<file path="src/pkg/pamx_cfg.svh">
// Register offsets, field positions, reset values for the port A upper pin mux.
// Assumes inclusion by bare name from any design file that needs it.
`ifndef PAMX_CFG_SVH
`define PAMX_CFG_SVH
// Register word offsets (consecutive addresses, one per register)
`define PAMX_OFS_DATA 4'h0
`define PAMX_OFS_DIR 4'h1
`define PAMX_OFS_PULL 4'h2
`define PAMX_OFS_DIEN 4'h3
`define PAMX_OFS_FUNC 4'h4
`define PAMX_OFS_CTRL 4'h5
`define PAMX_OFS_STAT 4'h6
`define PAMX_OFS_MASK 4'h7
`define PAMX_OFS_PIN 4'h8
// Field positions
`define PAMX_CTRL_XTAL 0
`define PAMX_CTRL_SLEEP 1
`define PAMX_CTRL_ERISE 2
`define PAMX_CTRL_EFALL 3
`define PAMX_STAT_EXTINT 0
`define PAMX_STAT_WAKE 1
// Reset values
`define PAMX_RST_DATA 5'h00
`define PAMX_RST_DIR 5'h00
`define PAMX_RST_PULL 5'h00
`define PAMX_RST_DIEN 5'h1f
`define PAMX_RST_FUNC 10'h000
`define PAMX_RST_CTRL 4'h0
`define PAMX_RST_MASK 2'h0
`endif

</file>
<file path="src/pkg/pamx_pkg.sv">
// Types shared by the port A upper pin mux design files.
// Assumes nothing beyond a SystemVerilog compiler.
package pamx_pkg;
  // Per-pin alternate output selection
  typedef enum logic [1:0] {
    PAMX_SEL_GPIO = 2'b00,
    PAMX_SEL_ALT1 = 2'b01,
    PAMX_SEL_ALT2 = 2'b10,
    PAMX_SEL_RSVD = 2'b11
  } pamx_sel_type;
  // Bus slave states
  typedef enum logic [0:0] {
    PAMX_BUS_IDLE = 1'b0,
    PAMX_BUS_DONE = 1'b1
  } pamx_bus_type;
endpackage

</file>
<file path="src/hw/pamx_pad.sv">
// One port pad cell: output mux, drive mode, pull-up and input gating.
// Assumes pin input already synchronous to clk_sys.
`timescale 1ns/10ps
module pamx_pad
  import pamx_pkg::*;
#(
  parameter bit OPEN_DRAIN = 1'b0
) (
  // Configuration
  input wire logic dataBit,
  input wire logic dirOut,
  input wire logic pullEn,
  input wire logic digInEn,
  input wire logic analogSel,
  input wire pamx_sel_type funcSel,
  input wire logic alt1Out,
  input wire logic alt2Out,
  // Pad
  input wire logic padIn,
  output logic padOut,
  output logic padOe,
  output logic padPullUp,
  output logic digIn
);
  logic drvVal;
  logic altActive;

  always_comb begin
    altActive = (funcSel == PAMX_SEL_ALT1) || (funcSel == PAMX_SEL_ALT2);
    // Alternate output wins over the port data bit
    case (funcSel)
      PAMX_SEL_ALT1: drvVal = alt1Out;
      PAMX_SEL_ALT2: drvVal = alt2Out;
      default: drvVal = dataBit;
    endcase
    if (analogSel) begin
      padOe = 1'b0;
      padOut = 1'b0;
    end else if (OPEN_DRAIN) begin
      // Only ever pulls low; high comes from the pull-up
      padOe = (dirOut || altActive) && !drvVal;
      padOut = 1'b0;
    end else begin
      // Push-pull drive
      padOe = dirOut || altActive;
      padOut = drvVal;
    end
    padPullUp = pullEn && !analogSel && !padOe;
    // Input buffer blocked when digital input disabled
    digIn = digInEn && padIn;
  end
endmodule

</file>
<file path="src/hw/pamx_port_upper.sv">
// Port A upper pins (bits 3..7): GPIO, crystal, alternates, ext int line one, wake.
// Assumes an Avalon-MM master on clk_sys and pad inputs synchronous to clk_sys.
//
// The register addresses and the Avalon-MM slave port were left to the implementer.
`timescale 1ns/10ps
`include "pamx_cfg.svh"

// Functional notes
// Bits 3, 4, 6 and 7 are digital input or push-pull output with optional pull-up.
// Bit 5 is digital input or open-drain output with optional pull-up and never drives high.
// Bit 5 cannot wake the device while its digital input enable is zero.
// With the crystal selected, bit 7 is the crystal input terminal.
// With the crystal selected, bit 6 is the crystal output terminal.
// Software using the crystal must clear the input enables of bits 6 and 7.
// Bit 4 also serves as ADC channel nine, comparator plus, comparator minus one, ext int one, PWM gen one.
// The external interrupt line requests on rising and/or falling edges chosen by register.
// Bit 3 also serves as ADC channel eight, comparator minus zero, timer two PWM, PWM gen two.
// A cleared input enable blocks the input buffer and stops that pin waking the device.
// With input enabled, a toggling pin during sleep wakes the system.
// A selected alternate output overrides the port data bit on its pin.
module pamx_port_upper
  import pamx_pkg::*;
#(
  parameter int NPIN = 5
) (
  // Clock and reset
  input wire logic clk_sys,
  input wire logic nrst,
  input wire logic clkEn,
  // Avalon-MM slave
  input wire logic [3:0] avsAddress,
  input wire logic avsRead,
  input wire logic avsWrite,
  input wire logic [31:0] avsWriteData,
  input wire logic [3:0] avsByteEnable,
  output logic [31:0] avsReadData,
  output logic avsWaitRequest,
  // Pads, index 0 is port bit 3
  input wire logic [NPIN-1:0] padIn,
  output logic [NPIN-1:0] padOut,
  output logic [NPIN-1:0] padOe,
  output logic [NPIN-1:0] padPullUp,
  // Analog and alternate functions
  input wire logic pwm_generator_one_output,
  input wire logic pwm_generator_two_output,
  input wire logic timer_two_pwm_output,
  input wire logic crystal_out_pin,
  output logic crystal_in_pin,
  output logic adc_channel_eight,
  output logic adc_channel_nine,
  output logic comparator_plus_input,
  output logic comparator_minus_source_zero,
  output logic comparator_minus_source_one,
  output logic external_interrupt_line_one,
  output logic hardware_reset_pin,
  // Events
  output logic wakeReq,
  output logic irq
);
  localparam int B3 = 0;
  localparam int B4 = 1;
  localparam int B5 = 2;
  localparam int B6 = 3;
  localparam int B7 = 4;

  // ==========================================================
  // Registers
  logic [NPIN-1:0] dataReg, dataNext, dirReg, dirNext, pullReg, pullNext, dienReg, dienNext;
  logic [2*NPIN-1:0] funcReg, funcNext;
  logic [3:0] ctrlReg, ctrlNext;
  logic [1:0] statReg, statNext, maskReg, maskNext;
  logic [NPIN-1:0] inPrevReg, inPrevNext;
  logic [31:0] rdReg, rdNext;
  pamx_bus_type busReg, busNext;
  logic [NPIN-1:0] digIn;
  logic [NPIN-1:0] analogSel;
  logic xtalOn, evRise, evFall, extEvent, toggleWake;

  function automatic pamx_sel_type selOf(input logic [2*NPIN-1:0] f, input int idx);
    return pamx_sel_type'(f[2*idx +: 2]);
  endfunction

  function automatic logic hitOfs(input logic [3:0] a, input logic [3:0] ofs);
    return a == ofs;
  endfunction

  // ==========================================================
  // Pad cells
  assign xtalOn = ctrlReg[`PAMX_CTRL_XTAL];
  always_comb begin
    analogSel = '0;
    // Crystal takes over bits 6 and 7
    analogSel[B6] = xtalOn;
    analogSel[B7] = xtalOn;
  end

  // Push-pull pads on bits 3, 4, 6 and 7
  pamx_pad #(.OPEN_DRAIN(1'b0)) uPad3 (
    .dataBit(dataReg[B3]),
    .dirOut(dirReg[B3]),
    .pullEn(pullReg[B3]),
    .digInEn(dienReg[B3]),
    .analogSel(analogSel[B3]),
    .funcSel(selOf(funcReg, B3)),
    .alt1Out(timer_two_pwm_output),
    .alt2Out(pwm_generator_two_output),
    .padIn(padIn[B3]),
    .padOut(padOut[B3]),
    .padOe(padOe[B3]),
    .padPullUp(padPullUp[B3]),
    .digIn(digIn[B3])
  );
  pamx_pad #(.OPEN_DRAIN(1'b0)) uPad4 (
    .dataBit(dataReg[B4]),
    .dirOut(dirReg[B4]),
    .pullEn(pullReg[B4]),
    .digInEn(dienReg[B4]),
    .analogSel(analogSel[B4]),
    .funcSel(selOf(funcReg, B4)),
    .alt1Out(pwm_generator_one_output),
    .alt2Out(pwm_generator_one_output),
    .padIn(padIn[B4]),
    .padOut(padOut[B4]),
    .padOe(padOe[B4]),
    .padPullUp(padPullUp[B4]),
    .digIn(digIn[B4])
  );
  // Open-drain pad on bit 5; its PWM output can only pull low
  pamx_pad #(.OPEN_DRAIN(1'b1)) uPad5 (
    .dataBit(dataReg[B5]),
    .dirOut(dirReg[B5]),
    .pullEn(pullReg[B5]),
    .digInEn(dienReg[B5]),
    .analogSel(analogSel[B5]),
    .funcSel(selOf(funcReg, B5)),
    .alt1Out(pwm_generator_two_output),
    .alt2Out(pwm_generator_two_output),
    .padIn(padIn[B5]),
    .padOut(padOut[B5]),
    .padOe(padOe[B5]),
    .padPullUp(padPullUp[B5]),
    .digIn(digIn[B5])
  );
  // No alternate output on bits 6 and 7; both selections fall back to the data bit
  pamx_pad #(.OPEN_DRAIN(1'b0)) uPad6 (
    .dataBit(dataReg[B6]),
    .dirOut(dirReg[B6]),
    .pullEn(pullReg[B6]),
    .digInEn(dienReg[B6]),
    .analogSel(analogSel[B6]),
    .funcSel(selOf(funcReg, B6)),
    .alt1Out(dataReg[B6]),
    .alt2Out(dataReg[B6]),
    .padIn(padIn[B6]),
    .padOut(padOut[B6]),
    .padOe(padOe[B6]),
    .padPullUp(padPullUp[B6]),
    .digIn(digIn[B6])
  );
  pamx_pad #(.OPEN_DRAIN(1'b0)) uPad7 (
    .dataBit(dataReg[B7]),
    .dirOut(dirReg[B7]),
    .pullEn(pullReg[B7]),
    .digInEn(dienReg[B7]),
    .analogSel(analogSel[B7]),
    .funcSel(selOf(funcReg, B7)),
    .alt1Out(dataReg[B7]),
    .alt2Out(dataReg[B7]),
    .padIn(padIn[B7]),
    .padOut(padOut[B7]),
    .padOe(padOe[B7]),
    .padPullUp(padPullUp[B7]),
    .digIn(digIn[B7])
  );

  // ==========================================================
  // Analog and alternate inputs
  // Analog taps are the raw pad levels; the oscillator model lives outside
  always_comb begin
    crystal_in_pin = xtalOn && padIn[B7];
    adc_channel_nine = padIn[B4];
    comparator_plus_input = padIn[B4];
    comparator_minus_source_one = padIn[B4];
    external_interrupt_line_one = digIn[B4];
    adc_channel_eight = padIn[B3];
    comparator_minus_source_zero = padIn[B3];
    hardware_reset_pin = !digIn[B5] && dienReg[B5];
  end
  // Crystal output drive is the oscillator's, not the port's; pad 6 is released
  logic unusedXtalOut;
  assign unusedXtalOut = crystal_out_pin;

  // ==========================================================
  // Edge and wake detection
  always_comb begin
    inPrevNext = digIn;
    evRise = digIn[B4] && !inPrevReg[B4];
    evFall = !digIn[B4] && inPrevReg[B4];
    // Edge choice from control register
    extEvent = (evRise && ctrlReg[`PAMX_CTRL_ERISE]) || (evFall && ctrlReg[`PAMX_CTRL_EFALL]);
    // Disabled inputs are gated to zero so they cannot toggle
    toggleWake = |((digIn ^ inPrevReg) & dienReg);
    wakeReq = ctrlReg[`PAMX_CTRL_SLEEP] && toggleWake;
  end

  // ==========================================================
  // Avalon-MM slave: one wait state on every access
  logic acc, rdStat, wrGo;
  always_comb begin
    acc = (avsRead || avsWrite) && (busReg == PAMX_BUS_IDLE);
    // Writes land on the edge where the master sees waitrequest low; a frozen clock keeps the wait
    wrGo = avsWrite && (busReg == PAMX_BUS_DONE);
    avsWaitRequest = (avsRead || avsWrite) && ((busReg == PAMX_BUS_IDLE) || !clkEn);
    rdStat = acc && avsRead && hitOfs(avsAddress, `PAMX_OFS_STAT);
    busNext = acc ? PAMX_BUS_DONE : PAMX_BUS_IDLE;
    dataNext = dataReg;
    dirNext = dirReg;
    pullNext = pullReg;
    dienNext = dienReg;
    funcNext = funcReg;
    ctrlNext = ctrlReg;
    maskNext = maskReg;
    rdNext = rdReg;
    if (wrGo && avsByteEnable[0]) begin
      case (avsAddress)
        `PAMX_OFS_DATA: dataNext = avsWriteData[NPIN-1:0];
        `PAMX_OFS_DIR: dirNext = avsWriteData[NPIN-1:0];
        `PAMX_OFS_PULL: pullNext = avsWriteData[NPIN-1:0];
        `PAMX_OFS_DIEN: dienNext = avsWriteData[NPIN-1:0];
        `PAMX_OFS_CTRL: ctrlNext = avsWriteData[3:0];
        `PAMX_OFS_MASK: maskNext = avsWriteData[1:0];
        default: ;
      endcase
    end
    if (wrGo && hitOfs(avsAddress, `PAMX_OFS_FUNC)) begin
      if (avsByteEnable[0]) funcNext[7:0] = avsWriteData[7:0];
      if (avsByteEnable[1]) funcNext[9:8] = avsWriteData[9:8];
    end
    if (acc && avsRead) begin
      case (avsAddress)
        `PAMX_OFS_DATA: rdNext = {27'h0, dataReg};
        `PAMX_OFS_DIR: rdNext = {27'h0, dirReg};
        `PAMX_OFS_PULL: rdNext = {27'h0, pullReg};
        `PAMX_OFS_DIEN: rdNext = {27'h0, dienReg};
        `PAMX_OFS_FUNC: rdNext = {22'h0, funcReg};
        `PAMX_OFS_CTRL: rdNext = {28'h0, ctrlReg};
        `PAMX_OFS_STAT: rdNext = {30'h0, statReg};
        `PAMX_OFS_MASK: rdNext = {30'h0, maskReg};
        `PAMX_OFS_PIN: rdNext = {27'h0, digIn};
        default: rdNext = 32'h0;
      endcase
    end
    // Read clears status; a new event in the same cycle survives
    statNext = rdStat ? 2'h0 : statReg;
    if (extEvent) statNext[`PAMX_STAT_EXTINT] = 1'b1;
    if (wakeReq) statNext[`PAMX_STAT_WAKE] = 1'b1;
    irq = |(statReg & maskReg);
    avsReadData = rdReg;
  end

  always_ff @(posedge clk_sys or negedge nrst) begin
    if (!nrst) begin
      dataReg <= `PAMX_RST_DATA;
      dirReg <= `PAMX_RST_DIR;
      pullReg <= `PAMX_RST_PULL;
      dienReg <= `PAMX_RST_DIEN;
      funcReg <= `PAMX_RST_FUNC;
      ctrlReg <= `PAMX_RST_CTRL;
      maskReg <= `PAMX_RST_MASK;
      statReg <= 2'h0;
      inPrevReg <= '0;
      rdReg <= 32'h0;
      busReg <= PAMX_BUS_IDLE;
    end else if (clkEn) begin
      dataReg <= dataNext;
      dirReg <= dirNext;
      pullReg <= pullNext;
      dienReg <= dienNext;
      funcReg <= funcNext;
      ctrlReg <= ctrlNext;
      maskReg <= maskNext;
      statReg <= statNext;
      inPrevReg <= inPrevNext;
      rdReg <= rdNext;
      busReg <= busNext;
    end
  end

  // ==========================================================
  // Assertions
  AST_PA5_NEVER_HIGH: assert property (@(posedge clk_sys) disable iff (!nrst) padOe[B5] |-> !padOut[B5])
    else $error("bit 5 drove high");
  AST_XTAL_RELEASE: assert property (@(posedge clk_sys) disable iff (!nrst)
    ctrlReg[`PAMX_CTRL_XTAL] |-> (padOe[B7] == 1'b0) && (padOe[B6] == 1'b0))
    else $error("crystal pins driven by port");
  AST_PA5_NO_WAKE: assert property (@(posedge clk_sys) disable iff (!nrst)
    (!dienReg[B5] && (digIn[B3] == inPrevReg[B3]) && (digIn[B4] == inPrevReg[B4])
      && (digIn[B6] == inPrevReg[B6]) && (digIn[B7] == inPrevReg[B7])) |-> !wakeReq)
    else $error("disabled bit 5 woke device");
  AST_WAKE_TOGGLE: assert property (@(posedge clk_sys) disable iff (!nrst)
    (clkEn && ctrlReg[`PAMX_CTRL_SLEEP] && dienReg[B3] && (digIn[B3] != inPrevReg[B3])) |-> wakeReq)
    else $error("toggle during sleep missed");
  AST_EXT_RISE: assert property (@(posedge clk_sys) disable iff (!nrst)
    (clkEn && ctrlReg[`PAMX_CTRL_ERISE] && digIn[B4] && !inPrevReg[B4]) |=> statReg[`PAMX_STAT_EXTINT])
    else $error("rising edge not latched");
  AST_EXT_NOEDGE: assert property (@(posedge clk_sys) disable iff (!nrst)
    (clkEn && !ctrlReg[`PAMX_CTRL_ERISE] && !ctrlReg[`PAMX_CTRL_EFALL]) |-> !extEvent)
    else $error("edge event with both edges off");
  AST_DIN_BLOCK: assert property (@(posedge clk_sys) disable iff (!nrst) !dienReg[B4] |-> !external_interrupt_line_one)
    else $error("disabled input passed");
  AST_ALT_OVERRIDE: assert property (@(posedge clk_sys) disable iff (!nrst)
    (funcReg[3:2] == 2'b01 && !analogSel[B4]) |-> padOe[B4] && (padOut[B4] == pwm_generator_one_output))
    else $error("alternate output not on pin");
  AST_PUSH_PULL: assert property (@(posedge clk_sys) disable iff (!nrst)
    (dirReg[B3] && funcReg[1:0] == 2'b00) |-> padOe[B3] && (padOut[B3] == dataReg[B3]))
    else $error("push-pull data mismatch");
  AST_IRQ_MASK: assert property (@(posedge clk_sys) disable iff (!nrst) irq == |(statReg & maskReg))
    else $error("irq mismatch");
endmodule

</file>
<file path="config.mk">
export PLATFORM = sky130hd
export DESIGN_NAME = pamx_port_upper
export DESIGN_NICKNAME = d
export VERILOG_FILES = /design/src/pkg/pamx_pkg.sv /design/src/hw/pamx_pad.sv /design/src/hw/pamx_port_upper.sv
export VERILOG_INCLUDE_DIRS = /design/src /design/src/pkg
export SDC_FILE = /design/constraint.sdc
export NUM_CORES = 1
export LEC_CHECK = 0
export BUFFER_PORTS_ARGS = -buffer_cell sky130_fd_sc_hd__buf_4
export CELL_PAD_IN_SITES_DETAIL_PLACEMENT = 0
export CELL_PAD_IN_SITES_GLOBAL_PLACEMENT = 2
export CORE_ASPECT_RATIO = 0.8
export CORE_MARGIN = 1.5
export CORE_UTILIZATION = 31
export CTS_CLUSTER_SIZE = 40
export DETAILED_ROUTE_END_ITERATION = 7
export PLACE_DENSITY = 0.92
export SETUP_SLACK_MARGIN = 0.4
export SLEW_MARGIN = 20
export SYNTH_ARGS = -nofsm -noshare
export SYNTH_HDL_FRONTEND = slang
export SYNTH_SLANG_ARGS = --single-unit
</file>
<file path="constraint.sdc">
create_clock -name clk_sys -period 1.8 [get_ports clk_sys]
set_input_delay 0.18 -clock clk_sys [delete_from_list [all_inputs] [get_ports clk_sys]]
set_output_delay 0.18 -clock clk_sys [all_outputs]
set_load 0.1 [all_outputs]
</file>
==> results of run 1 <==
cell type report:
class                           count  area, um2  area share [%]
Timing Repair Buffer               95        995            21.8
Clock buffer                        6        129            2.83
Multi-Input combinational cell    199       1830            40.1
Inverter                           15       56.3            1.24
Clock inverter                      2       10.0           0.220
Tap cell                          140        175            3.85
Sequential cell                    54       1360            29.9
cell families after synthesis:
kind of cell	count (synthesis)
AOI/OAI and AO/OA	50
xor gates and xnor gates	8
adders and majority gates	4
buffers and inverters	67
DFF	54
muxes	46
other	1
and+or+nand+nor	68
stage by stage:
| stage | utilization (%) | cells | total power, uW | setup slack [ns] |
|---|---|---|---|---|
| 6_report | 44.8 | 511 | 3940 | -0.0240 |
| 2_1_floorplan | - | 320 | 2550 | -0.0749 |
| 4_1_cts | 42.7 | 501 | 3890 | -0.0410 |
| 3_3_place_gp | 36.7 | 477 | 2740 | 0.104 |
| 3_5_place_dp | 36.7 | 477 | 2750 | 0.111 |
| 5_1_grt | 44.8 | 511 | 4090 | -0.0826 |
sequential cells by signal, summed over array words and instances (netlist names):
name         cells
dienReg          5
pullReg          5
dirReg           5
maskReg          2
busReg           1
avsReadData     10
statReg          2
inPrevReg        5
ctrlReg          4
funcReg         10
dataReg          5
power groups by stage:
stage          Combinational [uW]  Sequential, uW  Clock (uW)
2_1_floorplan                1020            1530           0
3_3_place_gp                 1310            1430           0
3_5_place_dp                 1320            1440           0
4_1_cts                      1520            1420         953
5_1_grt                      1660            1430        1000
6_report                     1590            1420         936
worst max path at each step:
stage,startpoint,endpoint,cells past startpoint
floorplan,dienReg[1],statReg[1],6
global placement,dienReg[1],wakeReq,6
detailed placement,busReg,pullReg[0],4
CTS,dienReg[1],wakeReq,6
global route,dienReg[1],wakeReq,6
finish,inPrevReg[2],wakeReq,5
repair_timing:
action                                 in CTS  in global routing
pin swaps                                  24                 22
resized for setup                          84                 34
buffers inserted                           15                 10
setup endpoints to repair                  53                 65
endpoints found under the hold margin      49                  0
hold buffers                                1                  0
Yosys cell counts, drive strengths merged (2+ instances only):
master,n
a32oi,2
mux4,2
nand3b,2
o22ai,5
a22oi,3
or2,2
buf,48
nor2b,5
a22o,10
mux2,40
nor2,23
o21ai,13
dfrtp,49
a31o,3
mux2i,4
nand2b,7
a21oi,5
inv,15
nand2,10
nand4,2
nand3,7
dfstp,5
ha,4
xor2,7
clkbuf,4
per-layer routing:
metal | vias to the layer above | GRT usage, % | wire length (um)
met5 | - | 0 | 0
met4 | 0 | 2.41 | 41
met3 | 5 | 2.97 | 522
met2 | 89 | 24.4 | 3840
met1 | 1190 | 22.3 | 3780
li1 | 1114 | - | -
==> impl_metrics.toml, run 1 <==
[run_status]
run_status = "finished with violations"
violations = "setup timing"

[synthesis]
synth-main-ff-cell = "dfrtp_1"
synth-simple-area-share_pct = 12.6
synth_top_area_cell = "dfrtp_1"
synth_compound_area_share_pct = 10.9
synth_edf_count = 0
synthesis.area_um2 = 3220
ys_warn_count = 0
synthTopCellsByArea = "dfrtp_1 38%, mux2_2 12%, buf_4 10%, dfstp_2 4.1%, a22o_1 2.7%"
synthAdderAreaFrac_pct = 1.56
synth_xor_area_share_pct = 2.18
yosys-mux-area-fraction_pct = 17.2
synth_seq_cells = 54
synthCells = 298
async_reset_ff_share_pct = 100
synth_top_area_share_pct = 38.1
ys_seq_area_share_pct = 42.2
avgSynthCellArea_um2 = 10.8
synth_cell_type_count = 53
synth_top_family_by_area = "multiplexers"

[finish]
antenna_cells = 0
final_cell_mix = "58 x buf_4, 46 x dfrtp_1, 23 x mux2_4, 23 x conb_1, 19 x buf_6"
layout.nets = 428
syn2layout_area_growth_pct = 41.6
post-route-cell-area_um2 = 4550
layout-drive-gt1-share_pct = 55.3
layout_commonest_cell = "buf_4"
nFillCells = 988

[critical_path]
path_cells = "xor2_1 -> a222oi_1 -> buf_4 -> a21boi_4 -> buf_12"
worstPathArrival_ns = 1.64
crit_path_start_kind = "flip-flop"
rr_endpoint = "statReg[1]"
r2r_slack_ns = 0.07
cp_slowest_cell = "dfrtp_1"
r2r-start = "inPrevReg[2]"
cp_num_buf_inv = 2
path_max_fanout = 2
critPathTopFamily = "compound AO/OA/AOI/OAI gates"
worst-endpoint-required_ns = 1.62
crit_type = "flip-flop to output port"
crit_path_end_kind = "output port"
r2r_cells = 7
max_stage_delay_ns = 0.39

[place]
hpwl_um = 5840
portBuffers = 63
place_area_um2 = 3730
place_congestion = 0.846

[power_and_ir_drop]
p_switching_uw = 1590
power_frac_seq_pct = 36.0
power.internal_uw = 2350
max-vdd-ir-drop_v = 0.000408
combPwrFrac_pct = 40.2
swShare_pct = 40.3
clkPwrFrac_pct = 23.7
p_leak_uw = 0.00207
p_per_area_nw_per_um2 = 865

[drt]
drt-total-wl_um = 8180
detail-route-antenna-nets = 0
drc = 0
vias = 2398
firstDrtPassIters = 4
wire_per_inst_um = 16.0
via_per_inst = 4.69
drt_iter0_markers = 129

[sta]
setup_violations = 1
finalCritPeriodShare_pct = 101
maxSlewViolCount = 0
holdWs_ns = 0.123
timing.final.ws_setup_ns = -0.0240
layout_min_cycle_time_ns = 1.82
tightest_slew_ns = 0.693
max_freq_mhz = 548
setup_tns_ns = -0.0240
rsz0062_at_grt = "true"
hold_viol = 0
finalClockSkew_ns = 0.00366
maxSlewHeadroom_pct = 53.8

[cts]
cts_sinks = 54
root_buffer = "clkbuf_16"
htree_levels = 2
numCtsBuffers = 5
clkTransAtPathRegs_ns = 0.07
clk_latency_ns = 0.29
tritoncts = "done"
cts.path.max_buffers = 2

[floorplanning]
io_pins = 112
die_x_um = 117
initial_utilization_pct = 31.7
rows = 33
die_h_um = 94.1
coreArea_um2 = 10200
dieArea_um2 = 11000

[run]
drv_cap = 0

[worst_hold_path]
whs_path_depth = 2
hold_class = "input pin to flip-flop"
hp-start = "avsWriteData[9]"
min_to = "funcReg[9]"

[grt]
grt_pass1_vias = 2336
grt_max_degree = 55
grtUsageTotal_pct = 15.4
grt_pass1_wl_um = 12900
overflow = 0
antenna_found_initial = 0
No activity file was read; power rests on OpenSTA's default activity.
==> inputs of run 2 (changes only) <==
PLACE_DENSITY = 0.91   (was 0.92)
REMOVE_ABC_BUFFERS = 1   (was default)
SYNTH_HIERARCHICAL = 1   (was default)
==> run 2 against run 1 <==
The run still ends with setup timing left. Combinational power rose by 4%. Critical endpoint unchanged. Maximum frequency fell by 7.0%. Wire length rose by 11%.
==> impl_metrics.toml, run 2 <==
[place]
hpwl_um = 6190
dp_cells = 515
portBuffers = 63
dp_worst_setup_slack_ns = -0.118
place_congestion = 0.865

[finish]
layout.nets = 468
final_cell_mix = "61 x buf_4, 45 x dfrtp_1, 37 x mux2_4, 31 x conb_1, 24 x buf_6"
syn2layout_area_growth_pct = 53.8
antenna_cells = 0
layout_commonest_cell = "buf_4"
nFillCells = 907
layout-drive-gt1-share_pct = 58.0
final_cells = 542

[drt]
vias = 2589
drt-total-wl_um = 9060
detail-route-antenna-nets = 0
drc = 0
wire_per_inst_um = 16.7
firstDrtPassIters = 4
drt_iter0_markers = 154
via_per_inst = 4.78

[floorplanning]
die_x_um = 118
die_h_um = 95.1
dieArea_um2 = 11200
rows = 33
initial_utilization_pct = 31.9
io_pins = 112
coreArea_um2 = 10300

[cts]
cts_sinks = 54
cts.path.max_buffers = 2
htree_levels = 2
clk_latency_ns = 0.29
root_buffer = "clkbuf_16"
tritoncts = "done"
clkTransAtPathRegs_ns = 0.07
numCtsBuffers = 5

[synthesis]
synth_cell_type_count = 50
synth.most_common_cell = "dfrtp_1"
async_reset_ff_share_pct = 100
ys_seq_area_share_pct = 41.3
ys_warn_count = 6
synth_top_area_cell = "dfrtp_1"
synth_commonest_cells = "49 x dfrtp_1, 41 x mux2_2, 29 x buf_4"
synthCells = 301
synthesis.area_um2 = 3280
synth_top_area_share_pct = 37.3
synth-main-ff-cell = "dfrtp_1"
synth_edf_count = 0
synth_seq_cells = 54
avgSynthCellArea_um2 = 10.9
synthTopCellsByArea = "dfrtp_1 37%, mux2_2 14%, buf_4 6.6%, ha_1 4.6%, dfstp_2 4.0%"

[grt]
grt_max_degree = 55
overflow = 0
grtUsageTotal_pct = 15.9
grt_pass1_wl_um = 14000
antenna_found_initial = 0
grt_pass1_vias = 2615

[run_status]
violations = "setup timing"
run_status = "finished with violations"

[critical_path]
crit_path_start_kind = "flip-flop"
r2r-start = "dienReg[3]"
path_max_fanout = 2
worstPathArrival_ns = 1.78
crit_path_end_kind = "output port"
cp_slowest_cell = "dfstp_2"
max_stage_delay_ns = 0.53
cp-startpoint = "dienReg[1]"
r2r_cells = 5
critPathTopFamily = "flip-flops"
cp_num_buf_inv = 2
crit_type = "flip-flop to output port"
crit_cells = 7
path_cells = "and2_4 -> inv_2 -> ha_4 -> nor2b_1 -> a21oi_1 -> a21boi_2 -> buf_8"
worst-endpoint-required_ns = 1.62

[sta]
setup_violations = 3
maxSlewViolCount = 0
timing.final.ws_setup_ns = -0.161
hold_viol = 0
rsz0062_at_grt = "true"
finalCritPeriodShare_pct = 109
holdWs_ns = 0.120
tightest_slew_ns = 0.701
max_freq_mhz = 510
layout_min_cycle_time_ns = 1.96
finalClockSkew_ns = 0.00569
maxSlewHeadroom_pct = 53.3

[worst_hold_path]
hp-start = "avsWriteData[7]"
whs_path_depth = 2
hold_class = "input pin to flip-flop"

[power_and_ir_drop]
power_uw = 4000
max-vdd-ir-drop_v = 0.000403
p_leak_uw = 0.00230
p_per_area_nw_per_um2 = 792

[run]
drv_cap = 0
run 2: changes by cell type after synthesis, sizes merged, moves of 8 or more:
cell   delta
buf      -13
nor2     -10
nor3      +8
ha        +8
a21oi     +8
o21ai     -8
run 2: logic make-up (layout without fill, tap and decap cells):
logic type,after synthesis,after routing,share of synthesized area (%)
fa+ha+maj,12,12,4.57
xor+xnor,4,4,1.07
flops,54,54,41.3
compound gates,50,50,11.8
buf+inv,57,129,10.4
simple gates,72,72,13.3
mux,50,50,17.2
other cells,2,31,0.229
run 2: final timing paths:
kind / slack (ns) / end
max: -0.16 / wakeReq
min reg2reg: 0.51 / avsReadData[4]
min in group asynchronous: 0.48 / funcReg[6]
max in group asynchronous: 0.80 / funcReg[1]
max reg2reg: 0.16 / statReg[1]
min: 0.12 / funcReg[7]
run 2: worst register-to-register path, stage by stage (launching register included):
cell	delay [ns]
dfstp_2	0.53
and2_4	0.14
xor2_1	0.07
a222oi_1	0.41
a21boi_2	0.13
a22o_1	0.25
run 2: through the flow:
step / cell area, um2 / TNS, ns / utilization (%)
6_report: 5050 / -0.222 / 49.1
5_1_grt: 5050 / -0.446 / 49.1
4_1_cts: 4790 / -0.259 / 46.6
3_5_place_dp: 3940 / -0.118 / 38.3
3_3_place_gp: 3940 / -0.0590 / 38.3
2_1_floorplan: 3110 / -14.56 / -
run 2: timing repair:
| item | CTS | global route |
|---|---|---|
| hold buffers | 1 | 0 |
| setup buffers | 13 | 5 |
| gates cloned | 0 | 1 |
| pin swaps | 29 | 23 |
| endpoints found under the setup margin | 63 | 66 |
| endpoints found under the hold margin | 49 | 0 |
| gates resized for setup | 144 | 49 |
run 2: final cells by class:
| class | count | area, um2 | share of cell area [%] |
|---|---|---|---|
| multi-input cells | 219 | 2200 | 43.5 |
| flip-flops and latches | 54 | 1360 | 27.0 |
| repair buffers | 105 | 1110 | 22.0 |
| well taps | 140 | 175 | 3.47 |
| clock buffers | 6 | 129 | 2.55 |
| inverters | 17 | 63.8 | 1.26 |
| clock inverters | 1 | 7.51 | 0.149 |
run 2: report_power, final:
group | switching [uW] | internal (uW) | total (uW)
clock | 423 | 510 | 932
sequential | 92.8 | 1310 | 1400
combinational | 1070 | 596 | 1660
run 2: per-layer routing:
metal / global-route usage [%] / routed length [um]
met5: 0 / 0
met2: 26.0 / 4310
met4: 2.85 / 53
met3: 2.63 / 358
met1: 22.5 / 4340
